`src/design/tap_pkg.sv`:
```
// Constants and types for the boundary-scan test access port
// Function
// Five clocks with mode select high reset
// Tester must reset controller after power-up
// Tester resets controller before FIFO traffic
// State changes on test clock rising edge
// Test logic takes priority over FIFO
// Test-logic-reset keeps all test logic disabled
// Run-test-idle acts only when instruction asks
// Select-DR branches to data path or IR
// Select-IR branches to instruction path or reset
// Capture-IR loads pattern ending in 01
// Shift-IR shifts instruction one bit per edge
// Exit1-IR to pause or update; pause holds
// Update-IR latches instruction on falling edge
// Capture-DR loads selected data register
// Data path states mirror instruction path
// Instruction register four bits, LSB nearest output
// Data registers parallel on shared serial path
// Bypass is one stage cleared in capture
// Bypass shifting leaves device operation unaffected
// Four inputs and one serial output
// Decode 02 ident, 01 scan, 03 hiz, 0F bypass
// Ident register 32 bits, bit zero one
// High-impedance disables outputs, selects bypass
// External-test instruction not supported
// Undecoded codes select bypass
package tap_pkg;
    localparam int IR_W = 4;
    localparam int ID_W = 32;
    localparam logic [IR_W-1:0] IR_CAPTURE = 4'h1;
    localparam logic [IR_W-1:0] OP_SCAN = 4'h1;
    localparam logic [IR_W-1:0] OP_IDENT = 4'h2;
    localparam logic [IR_W-1:0] OP_HIZ = 4'h3;
    localparam logic [IR_W-1:0] OP_BYPASS = 4'hF;
    // Reset value makes the identity register current after reset
    localparam logic [IR_W-1:0] IR_RESET = OP_IDENT;
    // Identity value is arbitrary; bit zero must stay one
    localparam logic [ID_W-1:0] ID_VALUE = 32'h1234_5679;
    localparam int TMS_RESET_CLOCKS = 5;

    typedef enum logic [3:0] {
        ST_RESET = 4'h0,
        ST_IDLE = 4'h1,
        ST_SEL_DR = 4'h2,
        ST_CAP_DR = 4'h3,
        ST_SHIFT_DR = 4'h4,
        ST_EXIT1_DR = 4'h5,
        ST_PAUSE_DR = 4'h6,
        ST_EXIT2_DR = 4'h7,
        ST_UPD_DR = 4'h8,
        ST_SEL_IR = 4'h9,
        ST_CAP_IR = 4'hA,
        ST_SHIFT_IR = 4'hB,
        ST_EXIT1_IR = 4'hC,
        ST_PAUSE_IR = 4'hD,
        ST_EXIT2_IR = 4'hE,
        ST_UPD_IR = 4'hF
    } tap_state_t;

    typedef enum logic [1:0] {
        SEL_BYPASS = 2'h0,
        SEL_SCAN = 2'h1,
        SEL_IDENT = 2'h2
    } dr_sel_t;
endpackage

```
`src/design/tap_sync.sv`:
```
// Two-stage synchroniser for test port pins
`timescale 1ns/1ps
`default_nettype none
module tap_sync #(
    parameter int W = 1
) (
    input wire logic clock,
    input wire logic resetn,
    input wire logic [W-1:0] d,
    output logic [W-1:0] q
);
    logic [W-1:0] meta_r;

    if (W < 1) begin : g_w_check
        $error("tap_sync: W must be at least 1");
    end

    // Test pins idle high, so resetting high keeps a false edge from following reset
    always_ff @(posedge clock or negedge resetn) begin
        if (!resetn) begin
            meta_r <= '1;
            q <= '1;
        end else begin
            meta_r <= d;
            q <= meta_r;
        end
    end
endmodule
`default_nettype wire

```
`src/design/tap_shift_reg.sv`:
```
// Capture and shift stage used for scan-path registers
`timescale 1ns/1ps
`default_nettype none
module tap_shift_reg #(
    parameter int W = 8
) (
    input wire logic clock,
    input wire logic resetn,
    input wire logic capture,
    input wire logic shift,
    input wire logic [W-1:0] cap_value,
    input wire logic serial_in,
    output logic [W-1:0] value
);
    if (W < 2) begin : g_w_check
        $error("tap_shift_reg: W must be at least 2");
    end

    // Shift toward bit zero, which feeds the serial output
    always_ff @(posedge clock or negedge resetn) begin
        if (!resetn) begin
            value <= '0;
        end else if (capture) begin
            value <= cap_value;
        end else if (shift) begin
            value <= {serial_in, value[W-1:1]};
        end
    end
endmodule
`default_nettype wire

```
`src/design/tap_ctrl.sv`:
```
// Boundary-scan test access port controller with instruction and data registers
`timescale 1ns/1ps
`default_nettype none
module tap_ctrl #(
    parameter int SCAN_W = 16
) (
    input wire logic clock,
    input wire logic resetn,
    input wire logic tck,
    input wire logic tms,
    input wire logic tdi,
    input wire logic trst_n,
    output logic tdo,
    output logic tdo_oe,
    input wire logic [SCAN_W-1:0] scan_pins_in,
    output logic [SCAN_W-1:0] scan_preload,
    output logic outputs_disable,
    output logic test_active,
    output logic test_reset
);
    if (SCAN_W < 2) begin : g_scan_w_check
        $error("tap_ctrl: SCAN_W must be at least 2");
    end

    localparam int SYNC_W = 4;
    logic [SYNC_W-1:0] pins_s;
    logic tck_s, tms_s, tdi_s, trstn_s;
    logic tck_d_r;
    logic rise, fall;
    tap_pkg::tap_state_t state_r, state_nxt;
    logic [tap_pkg::IR_W-1:0] ir_shift_r;
    logic [tap_pkg::IR_W-1:0] ir_r;
    logic bypass_r;
    logic [tap_pkg::ID_W-1:0] id_value;
    logic [SCAN_W-1:0] scan_value;
    logic hiz_r;
    tap_pkg::dr_sel_t sel;
    logic cap_dr, shift_dr, upd_dr_fall;
    logic [2:0] tms_high_cnt_r;

    tap_sync #(.W(SYNC_W)) u_sync (
        .clock(clock),
        .resetn(resetn),
        .d({tck, tms, tdi, trst_n}),
        .q(pins_s)
    );
    assign tck_s = pins_s[3];
    assign tms_s = pins_s[2];
    assign tdi_s = pins_s[1];
    assign trstn_s = pins_s[0];

    always_ff @(posedge clock or negedge resetn) begin
        if (!resetn) begin
            // Test clock rests high; resetting low would fake a rise
            tck_d_r <= 1'b1;
        end else begin
            tck_d_r <= tck_s;
        end
    end
    assign rise = tck_s & ~tck_d_r;
    assign fall = ~tck_s & tck_d_r;

    // Decoding used by capture, shift and output selection
    function automatic tap_pkg::dr_sel_t decode(input logic [tap_pkg::IR_W-1:0] op);
        unique case (op)
            tap_pkg::OP_IDENT: decode = tap_pkg::SEL_IDENT;
            tap_pkg::OP_SCAN: decode = tap_pkg::SEL_SCAN;
            tap_pkg::OP_HIZ: decode = tap_pkg::SEL_BYPASS;
            default: decode = tap_pkg::SEL_BYPASS;
        endcase
    endfunction
    assign sel = decode(ir_r);

    always_comb begin
        state_nxt = state_r;
        unique case (state_r)
            tap_pkg::ST_RESET: state_nxt = tms_s ? tap_pkg::ST_RESET : tap_pkg::ST_IDLE;
            tap_pkg::ST_IDLE: state_nxt = tms_s ? tap_pkg::ST_SEL_DR : tap_pkg::ST_IDLE;
            tap_pkg::ST_SEL_DR: state_nxt = tms_s ? tap_pkg::ST_SEL_IR : tap_pkg::ST_CAP_DR;
            tap_pkg::ST_CAP_DR: state_nxt = tms_s ? tap_pkg::ST_EXIT1_DR : tap_pkg::ST_SHIFT_DR;
            tap_pkg::ST_SHIFT_DR: state_nxt = tms_s ? tap_pkg::ST_EXIT1_DR : tap_pkg::ST_SHIFT_DR;
            tap_pkg::ST_EXIT1_DR: state_nxt = tms_s ? tap_pkg::ST_UPD_DR : tap_pkg::ST_PAUSE_DR;
            tap_pkg::ST_PAUSE_DR: state_nxt = tms_s ? tap_pkg::ST_EXIT2_DR : tap_pkg::ST_PAUSE_DR;
            tap_pkg::ST_EXIT2_DR: state_nxt = tms_s ? tap_pkg::ST_UPD_DR : tap_pkg::ST_SHIFT_DR;
            tap_pkg::ST_UPD_DR: state_nxt = tms_s ? tap_pkg::ST_SEL_DR : tap_pkg::ST_IDLE;
            tap_pkg::ST_SEL_IR: state_nxt = tms_s ? tap_pkg::ST_RESET : tap_pkg::ST_CAP_IR;
            tap_pkg::ST_CAP_IR: state_nxt = tms_s ? tap_pkg::ST_EXIT1_IR : tap_pkg::ST_SHIFT_IR;
            tap_pkg::ST_SHIFT_IR: state_nxt = tms_s ? tap_pkg::ST_EXIT1_IR : tap_pkg::ST_SHIFT_IR;
            tap_pkg::ST_EXIT1_IR: state_nxt = tms_s ? tap_pkg::ST_UPD_IR : tap_pkg::ST_PAUSE_IR;
            tap_pkg::ST_PAUSE_IR: state_nxt = tms_s ? tap_pkg::ST_EXIT2_IR : tap_pkg::ST_PAUSE_IR;
            tap_pkg::ST_EXIT2_IR: state_nxt = tms_s ? tap_pkg::ST_UPD_IR : tap_pkg::ST_SHIFT_IR;
            tap_pkg::ST_UPD_IR: state_nxt = tms_s ? tap_pkg::ST_SEL_DR : tap_pkg::ST_IDLE;
        endcase
    end

    // Device reset only clears the controller for simulation; the pin and mode select are the real resets
    always_ff @(posedge clock or negedge resetn) begin
        if (!resetn) begin
            state_r <= tap_pkg::ST_RESET;
        end else if (!trstn_s) begin
            state_r <= tap_pkg::ST_RESET;
        end else if (rise) begin
            state_r <= state_nxt;
        end
    end

    // Counts test clocks with mode select high, to check the five-clock reset
    always_ff @(posedge clock or negedge resetn) begin
        if (!resetn) begin
            tms_high_cnt_r <= '0;
        end else if (rise) begin
            if (!tms_s) begin
                tms_high_cnt_r <= '0;
            end else if (tms_high_cnt_r != 3'(tap_pkg::TMS_RESET_CLOCKS)) begin
                tms_high_cnt_r <= tms_high_cnt_r + 3'h1;
            end
        end
    end

    always_ff @(posedge clock or negedge resetn) begin
        if (!resetn) begin
            ir_shift_r <= '0;
        end else if (rise && state_r == tap_pkg::ST_CAP_IR) begin
            ir_shift_r <= tap_pkg::IR_CAPTURE;
        end else if (rise && state_r == tap_pkg::ST_SHIFT_IR) begin
            ir_shift_r <= {tdi_s, ir_shift_r[tap_pkg::IR_W-1:1]};
        end
    end

    // Pause and exit states leave the shift stages untouched
    always_ff @(posedge clock or negedge resetn) begin
        if (!resetn) begin
            ir_r <= tap_pkg::IR_RESET;
        end else if (state_r == tap_pkg::ST_RESET) begin
            ir_r <= tap_pkg::IR_RESET;
        end else if (fall && state_r == tap_pkg::ST_UPD_IR) begin
            ir_r <= ir_shift_r;
        end
    end

    assign cap_dr = rise && state_r == tap_pkg::ST_CAP_DR;
    assign shift_dr = rise && state_r == tap_pkg::ST_SHIFT_DR;
    assign upd_dr_fall = fall && state_r == tap_pkg::ST_UPD_DR;

    always_ff @(posedge clock or negedge resetn) begin
        if (!resetn) begin
            bypass_r <= 1'b0;
        end else if (cap_dr && sel == tap_pkg::SEL_BYPASS) begin
            bypass_r <= 1'b0;
        end else if (shift_dr && sel == tap_pkg::SEL_BYPASS) begin
            bypass_r <= tdi_s;
        end
    end

    tap_shift_reg #(.W(tap_pkg::ID_W)) u_ident (
        .clock(clock),
        .resetn(resetn),
        .capture(cap_dr && sel == tap_pkg::SEL_IDENT),
        .shift(shift_dr && sel == tap_pkg::SEL_IDENT),
        .cap_value(tap_pkg::ID_VALUE),
        .serial_in(tdi_s),
        .value(id_value)
    );

    tap_shift_reg #(.W(SCAN_W)) u_scan (
        .clock(clock),
        .resetn(resetn),
        .capture(cap_dr && sel == tap_pkg::SEL_SCAN),
        .shift(shift_dr && sel == tap_pkg::SEL_SCAN),
        .cap_value(scan_pins_in),
        .serial_in(tdi_s),
        .value(scan_value)
    );

    // Preload only reaches the pins under an instruction that drives them, so none does here
    always_ff @(posedge clock or negedge resetn) begin
        if (!resetn) begin
            scan_preload <= '0;
        end else if (upd_dr_fall && sel == tap_pkg::SEL_SCAN) begin
            scan_preload <= scan_value;
        end
    end

    always_ff @(posedge clock or negedge resetn) begin
        if (!resetn) begin
            hiz_r <= 1'b0;
        end else begin
            hiz_r <= (state_r != tap_pkg::ST_RESET) && (ir_r == tap_pkg::OP_HIZ);
        end
    end
    assign outputs_disable = hiz_r;

    // Output changes on the falling test clock edge, as in the standard port
    always_ff @(posedge clock or negedge resetn) begin
        if (!resetn) begin
            tdo <= 1'b0;
            tdo_oe <= 1'b0;
        end else if (fall) begin
            tdo_oe <= state_r == tap_pkg::ST_SHIFT_DR || state_r == tap_pkg::ST_SHIFT_IR;
            if (state_r == tap_pkg::ST_SHIFT_IR) begin
                tdo <= ir_shift_r[0];
            end else begin
                unique case (sel)
                    tap_pkg::SEL_IDENT: tdo <= id_value[0];
                    tap_pkg::SEL_SCAN: tdo <= scan_value[0];
                    default: tdo <= bypass_r;
                endcase
            end
        end
    end

    // Test logic claims priority over the FIFO only outside test-logic-reset, and in idle only under high impedance
    always_ff @(posedge clock or negedge resetn) begin
        if (!resetn) begin
            test_active <= 1'b0;
            test_reset <= 1'b1;
        end else begin
            test_active <= (state_r != tap_pkg::ST_RESET) && (state_r != tap_pkg::ST_IDLE || hiz_r);
            test_reset <= state_r == tap_pkg::ST_RESET;
        end
    end
endmodule
`default_nettype wire

```
`config.mk`:
```
export PLATFORM = sky130hd
export DESIGN_NAME = tap_ctrl
export DESIGN_NICKNAME = d
export VERILOG_FILES = /design/src/design/tap_pkg.sv /design/src/design/tap_sync.sv /design/src/design/tap_shift_reg.sv /design/src/design/tap_ctrl.sv
export SDC_FILE = /design/constraint.sdc
export NUM_CORES = 1
export LEC_CHECK = 0
export BUFFER_PORTS_ARGS = -buffer_cell sky130_fd_sc_hd__buf_2
export CELL_PAD_IN_SITES_DETAIL_PLACEMENT = 1
export CELL_PAD_IN_SITES_GLOBAL_PLACEMENT = 1
export CORE_MARGIN = 1
export CORE_UTILIZATION = 42
export DETAILED_ROUTE_END_ITERATION = 16
export PLACE_DENSITY_LB_ADDON = 0.1
export SLEW_MARGIN = 20
export SYNTH_ARGS = -nofsm -noshare
export SYNTH_HDL_FRONTEND = slang
export SYNTH_SLANG_ARGS = --single-unit
```
`constraint.sdc`:
```
create_clock -name clock -period 2.1 [get_ports clock]
set_clock_uncertainty 0.15 [all_clocks]
set_input_delay 0.105 -clock clock [delete_from_list [all_inputs] [get_ports clock]]
set_output_delay 0.105 -clock clock [all_outputs]
set_load 0.01 [all_outputs]
```
# ---- After elaboration in Yosys (flattened, before gate mapping)
# Cells that the tools add are included.
dict set report totals {
  register_bits 91
  latchBits 0
  ramBits 0
  romBits 0
  inputBits 22
  out_inout_bits 21
  wordCells 97
  mem_count 0
}
dict set report op_classes {
  n_addsub 0
  multipliers 0
  div_mod_pow 0
  n_lt_le_gt_ge 0
  n_eq_ne 22
  n_shift 0
  muxes 28
  n_bitwise 4
  reduce_logical 28
}
# cell count
set ops {}
lappend ops {{2-to-1 mux 32 bit} 2}
lappend ops {{one-hot mux 4 bit (12 select lines)} 1}
lappend ops {{2-to-1 mux 4 bit} 10}
lappend ops {{equality test 4 bit (second input constant)} 8}
lappend ops {{2-to-1 mux 16 bit} 2}
lappend ops {{equality test 4 x 2 -> 1 bit (second input constant)} 4}
lappend ops {{equality test 4 x 3 -> 1 bit (second input constant)} 4}
lappend ops {{logical AND 1 bit} 15}
lappend ops {{nonzero test 2 bit} 5}
lappend ops {{equality test 4 x 1 -> 1 bit (second input constant)} 2}
lappend ops {{2-to-1 mux 1 bit} 6}
lappend ops {{2-to-1 mux 2 bit} 3}
lappend ops {{2-to-1 mux 3 bit} 2}
lappend ops {{zero test 4 bit} 1}
lappend ops {{inequality test 4 x 1 -> 1 bit (second input constant)} 1}
lappend ops {{one-hot mux 2 bit (2 select lines)} 1}
lappend ops {{nonzero test 4 bit} 1}
lappend ops {{OR reduction 2 bit} 2}
lappend ops {{OR reduction 3 bit} 1}
lappend ops {{bitwise AND 1 bit} 2}
lappend ops {{equality test 2 x 1 -> 1 bit (second input constant)} 1}
lappend ops {{equality test 2 bit (second input constant)} 1}
lappend ops {{zero test 2 bit} 1}
lappend ops {{logical OR 1 bit} 2}
lappend ops {{other kinds (3)} 4}

# ---- Logic depth before layout (Yosys ltp)
dict set report depth {
  depth_word 6
  ltp_mapped 9
  ltp_nobuf 9
}

# ---- Hierarchy
# A second synthesis with hierarchy kept.
dict set report unflattened {
  cells_unflattened 377
  hier_area_um2 4232.8
}
# mod n_inst cells_each area_each_um2 seq_area_each_um2
set modules_own_cells {}
lappend modules_own_cells {tap_ctrl 1 161 1762.9 879.6}
lappend modules_own_cells {{tap_shift_reg at u_ident} 1 139 1515.2 800.8}
lappend modules_own_cells {{tap_shift_reg at u_scan} 1 69 744.5 400.4}
lappend modules_own_cells {tap_sync 1 8 210.2 210.2}

# ---- Least setup slack after synthesis
# Ideal clock, no wire load.
dict set report synth_timing {
  kind {register to register}
  start {reg ir_r[1] (netlist bit)}
  end {reg scan_preload[10]}
  setup_time_ps 125
  t_arrival_ps 1693
  required_time_ps 1825
  setup_slack_ps 132
  stages_incl_launch_ff 7
  n_path_buf 1
  period_less_slack_ps 1968
  path_cell_list {dfstp_2 nand2_1 or2_2 ha_1 nand4_4 buf_6 mux2_4}
}
dict set report synth_via {
  elab_chain_len 4
  elab_cells_between_ends 5
  classes_between {eq/ne: 3; mux: 1; reduce/logical: 1}
}
# element line_no
set synth_lines {}
lappend synth_lines {{from (decl)} tap_ctrl.sv:32} ;# logic [tap_pkg::IR_W-1:0] ir_r;
lappend synth_lines {{from (signal assigned)} tap_ctrl.sv:133} ;# ir_r <= tap_pkg::IR_RESET;
lappend synth_lines {{from (signal assigned)} tap_ctrl.sv:135} ;# ir_r <= tap_pkg::IR_RESET;
lappend synth_lines {{from (signal assigned)} tap_ctrl.sv:137} ;# ir_r <= ir_shift_r;
lappend synth_lines {{equality test 4 x 1 -> 1 bit or equality test 4 x 2 -> 1 bit (tied branches)} tap_ctrl.sv:65} ;# unique case (op)
lappend synth_lines {{one-hot mux 2 bit (2 select lines) *} tap_ctrl.sv:65}
lappend synth_lines {{equality test 2 x 1 -> 1 bit *} tap_ctrl.sv:179} ;# end else if (upd_dr_fall && sel == tap_pkg::SEL_SCAN) begin
lappend synth_lines {{logical AND 1 bit *} tap_ctrl.sv:179}
lappend synth_lines {{to (signal assigned)} tap_ctrl.sv:180} ;# scan_preload <= scan_value;
lappend synth_lines {{to (decl)} tap_ctrl.sv:16} ;# output logic [SCAN_W-1:0] scan_preload,
# Mark *: on every way between the ends. The rest lies on a longest branch, timed or not.
# A chain may end at the register's enable or synchronous reset.

# ---- Final worst setup path
dict set report layout_timing {
  start {reg ir_r[1] (netlist bit)}
  end {reg scan_preload[3]}
}
# The elaborated chain is that of the path after synthesis.

==> results by group <==
Outcome
  – Outcome: completed

Yosys
  – Share of the synthesized area in the top cell type: 49.5%
  – Syn Inst Count: 380
  – EDFF count, synth: 0
  – Yosys warns: 0
  – Unique cell type count in the Yosys netlist: 46
  – Mapped cell area: 0.00404 sq mm
  – Mapped Nets: 405
  – Async S/R FF share, synth: between 90% and 100%
  – Ys flop type: dfrtp_1
  – Largest cells by area after synthesis: dfrtp_1 50%, nand2_1 7.7%, dfstp_2 7.1%
  – Largest area contributor in the netlist: dfrtp_1
  – #FFs+latches synth: 91
  – Syn_area_per_cell: 10.6 sq um
  – Post-synthesis sequential area ratio: approximately 57%

Critical path
  – Setup CP Type: register to register
  – Crit path launch: ir_r[1]
  – Reg2reg start: ir_r[1]
  – Critical path capture point: scan_preload[3]
  – Arr. time, crit path: 2.11 ns
  – CP Capture Type: register
  – R2r setup slk: 0.08 ns
  – R2r endpoint: scan_preload[3]
  – Startpoint type of the worst setup path: register
  – Worst Path Required: 2.19 ns
  – Crit Path Max Fanout: 8
  – R2R cell count: 6

Timing
  – Final Hold Viols: 0
  – Final number of setup-violating endpoints: 0
  – Slew Limit Fails: 0
  – Slack of the critical path: 0.0805 ns
  – Slew HR: between 60% and 70%
  – Final min period: 2.02 ns
  – Part of the cycle the worst path needs: 96.2%
  – Fmax achieved: 495 MHz
  – Slew @ Worst Pin: 0.456 ns
  – RSZ-0062 raised after global routing: yes

Pwr
  – Int Power: approximately 2.4 mW
  – Leakage power: 2.25 nW
  – Combinational Power Share: 4.3%
  – Switch share: 23.2%
  – Clock Power Share: 39.3%
  – Reg power frac: 56.5%
  – Peak VDD IR: 0.341 mV
  – Pwr dens: 646 mW/mm^2
  – Switch Pwr: 0.734 mW

Final layout
  – Fraction of layout cells with a size suffix above 1: 25.1%
  – Fill cell count: 1074
  – Register area: 0.00229 sq mm
  – Area Overhead vs Synth: 21.0%
  – Non-Filler Instances: 580
  – Nets: ~470
  – Ant diodes: 0
  – Multi-input gate area: 0.00159 sq mm

Drt
  – Drt pass-1 iters: 4
  – DR vias/cell: 5.05
  – Routed WL per cell: 15.4 microns
  – Initial DRC count: 151
  – DR vias: 2928
  – Final WL: 8900 microns
  – Post-route ant nets: 0
  – Drt drc: 0

Worst hold path
  – Hold Path Class: primary input to asynchronous set/reset pin

Placed design
  – PortBufs: 42
  – DP HPWL: 5630 microns
  – GPL Wtd Cong: 0.794
  – DP Worst Slack: -0.0689 ns
  – Placed Cells: 541

Clock network
  – Clock buffer depth: 2
  – CTS clk-pin slew, worst paths: approximately 0.090 ns
  – CTS Root Cell: clkbuf_8
  – Worst skew pair latency: 0.36 ns
  – Htree depth: 3
  – Clock tree from TritonCTS: done
  – # clock sinks: 91
  – CTS Buf Count: 9

Floorplan
  – Chip height: 100 microns
  – Ports: 43
  – Die Span X: 100 microns
  – DIE AREA: 0.0100 sq mm
  – Initial Utilization: between 40% and 50%
  – CORE AREA: 0.00928 sq mm
  – Cell Rows: 35

GRT
  – Remaining Overflow, GRT: 0
  – Initial antenna violation count: 0
  – Vias in the first global route: slightly above 3000
  – Wire length of the first global-routing pass: 15400 microns
  – GRT Util Overall: 19.7%
  – Largest net degree at the start of global routing: 65

Flow run
  – Max Cap Viol: 0
## cell type report
class                           count  area share (%)
Sequential cell                    91            46.8
Clock inverter                      6            1.46
Timing Repair Buffer               78            12.6
Inverter                            7           0.537
Tap cell                          129            3.30
Clock buffer                       10            2.81
Multi-Input combinational cell    259            32.5
## cell usage in the layout, fill, tap and decap left out, drive strengths merged, types with 7 or more instances in the layout
cell type    count
nand2           83
dfrtp           80
o21ai           62
buf             56
nor2            24
dlygate4sd3     21
mux2i           20
mux2            16
dfstp           11
clkbuf          11
inv              9
nor2b            7
## worst max-delay path: stages, from the launching register on
cell and delay [ns]:
dfstp_2 0.56, nand2_1 0.06, or2_2 0.30, ha_2 0.22
nand4_4 0.13, buf_12 0.14, mux2_2 0.33
## repair_timing
action | 4_1_cts | 5_1_grt
hold buffers | 21 | 0
setup endpoints to repair | 16 | 41
endpoints found under the hold margin | 106 | 0
gates cloned | 0 | 1
setup buffers | 1 | 0
gates resized for setup | 0 | 4
pin swaps | 1 | 0
## cell usage after synthesis (all sizes together), types with 2 or more instances
library cell / instances
nand2: 83
dfrtp: 80
o21ai: 62
nor2: 24
buf: 21
mux2i: 20
mux2: 16
dfstp: 11
inv: 7
nor2b: 7
a21oi: 5
nand3: 4
nor3: 4
nor3b: 4
o211ai: 4
ha: 3
nand2b: 3
a31oi: 2
and3: 2
clkbuf: 2
nor4b: 2
## state kept, by name (all words and copies together), names as in the netlist
signal and cells:
tdo 1, scan_preload 16, test_reset 1, tck_d_r 1, ir_shift_r 4, u_sync.q 4
u_sync.meta_r 4, test_active 1, bypass_r 1, outputs_disable 1, state_r 4, ir_r 4
u_ident.value 32, u_scan.value 16, tdo_oe 1
## worst min-delay path by stage
stage / endpoint / startpoint / depth (start not counted)
after floorplan: bypass_r / resetn / 0
after global placement: state_r[0] / resetn / 1
after detailed placement: state_r[0] / resetn / 1
after CTS: state_r[1] / resetn / 2
after global routing: ir_shift_r[0] / resetn / 2
final: outputs_disable / resetn / 2
## layer usage
| metal | part of all wire (%) | track usage [%] | wire [microns] | vias to the layer above |
|---|---|---|---|---|
| li1 | - | - | - | 1419 |
| met4 | 1.3 | 6.35 | 112 | 0 |
| met2 | 48 | 32.2 | 4240 | 31 |
| met3 | 2.3 | 3.41 | 206 | 9 |
| met5 | 0 | 0 | 0 | - |
| met1 | 49 | 27.0 | 4340 | 1469 |
## kinds of logic after synthesis
family / synth area share (%)
DFF: 56.7
muxes: 10.3
AOI/OAI and AO/OA: 11.7
adders and majority gates: 0.929
buffers and inverters: 4.24
and+or+nand+nor: 15.9
xor gates and xnor gates: 0.217
## stage by stage
stage / utilization (%) / setup TNS (ns) / total power, mW / hold slack (ns) / cell area, sq um
after floorplan: - / 0 / 1.84 / -0.341 / 4040
after global placement: 47.6 / -0.519 / 1.92 / -0.126 / 4420
after detailed placement: 47.6 / -0.874 / 1.92 / -0.127 / 4420
after CTS: 52.3 / 0 / 3.21 / 0.0259 / 4860
after global routing: 52.7 / -0.00188 / 3.29 / 0.0423 / 4890
final: 52.7 / 0 / 3.16 / 0.0407 / 4890
## power groups by stage
| stage | logic, mW | clock network [mW] | registers [mW] |
|---|---|---|---|
| floorplan | 0.0310 | 0 | 1.81 |
| CTS | 0.137 | 1.29 | 1.78 |
| global placement | 0.106 | 0 | 1.82 |
| finish | 0.135 | 1.24 | 1.78 |
| detailed placement | 0.107 | 0 | 1.82 |
| global route | 0.152 | 1.35 | 1.79 |
Note: power is estimated with default switching activity, not from simulation.
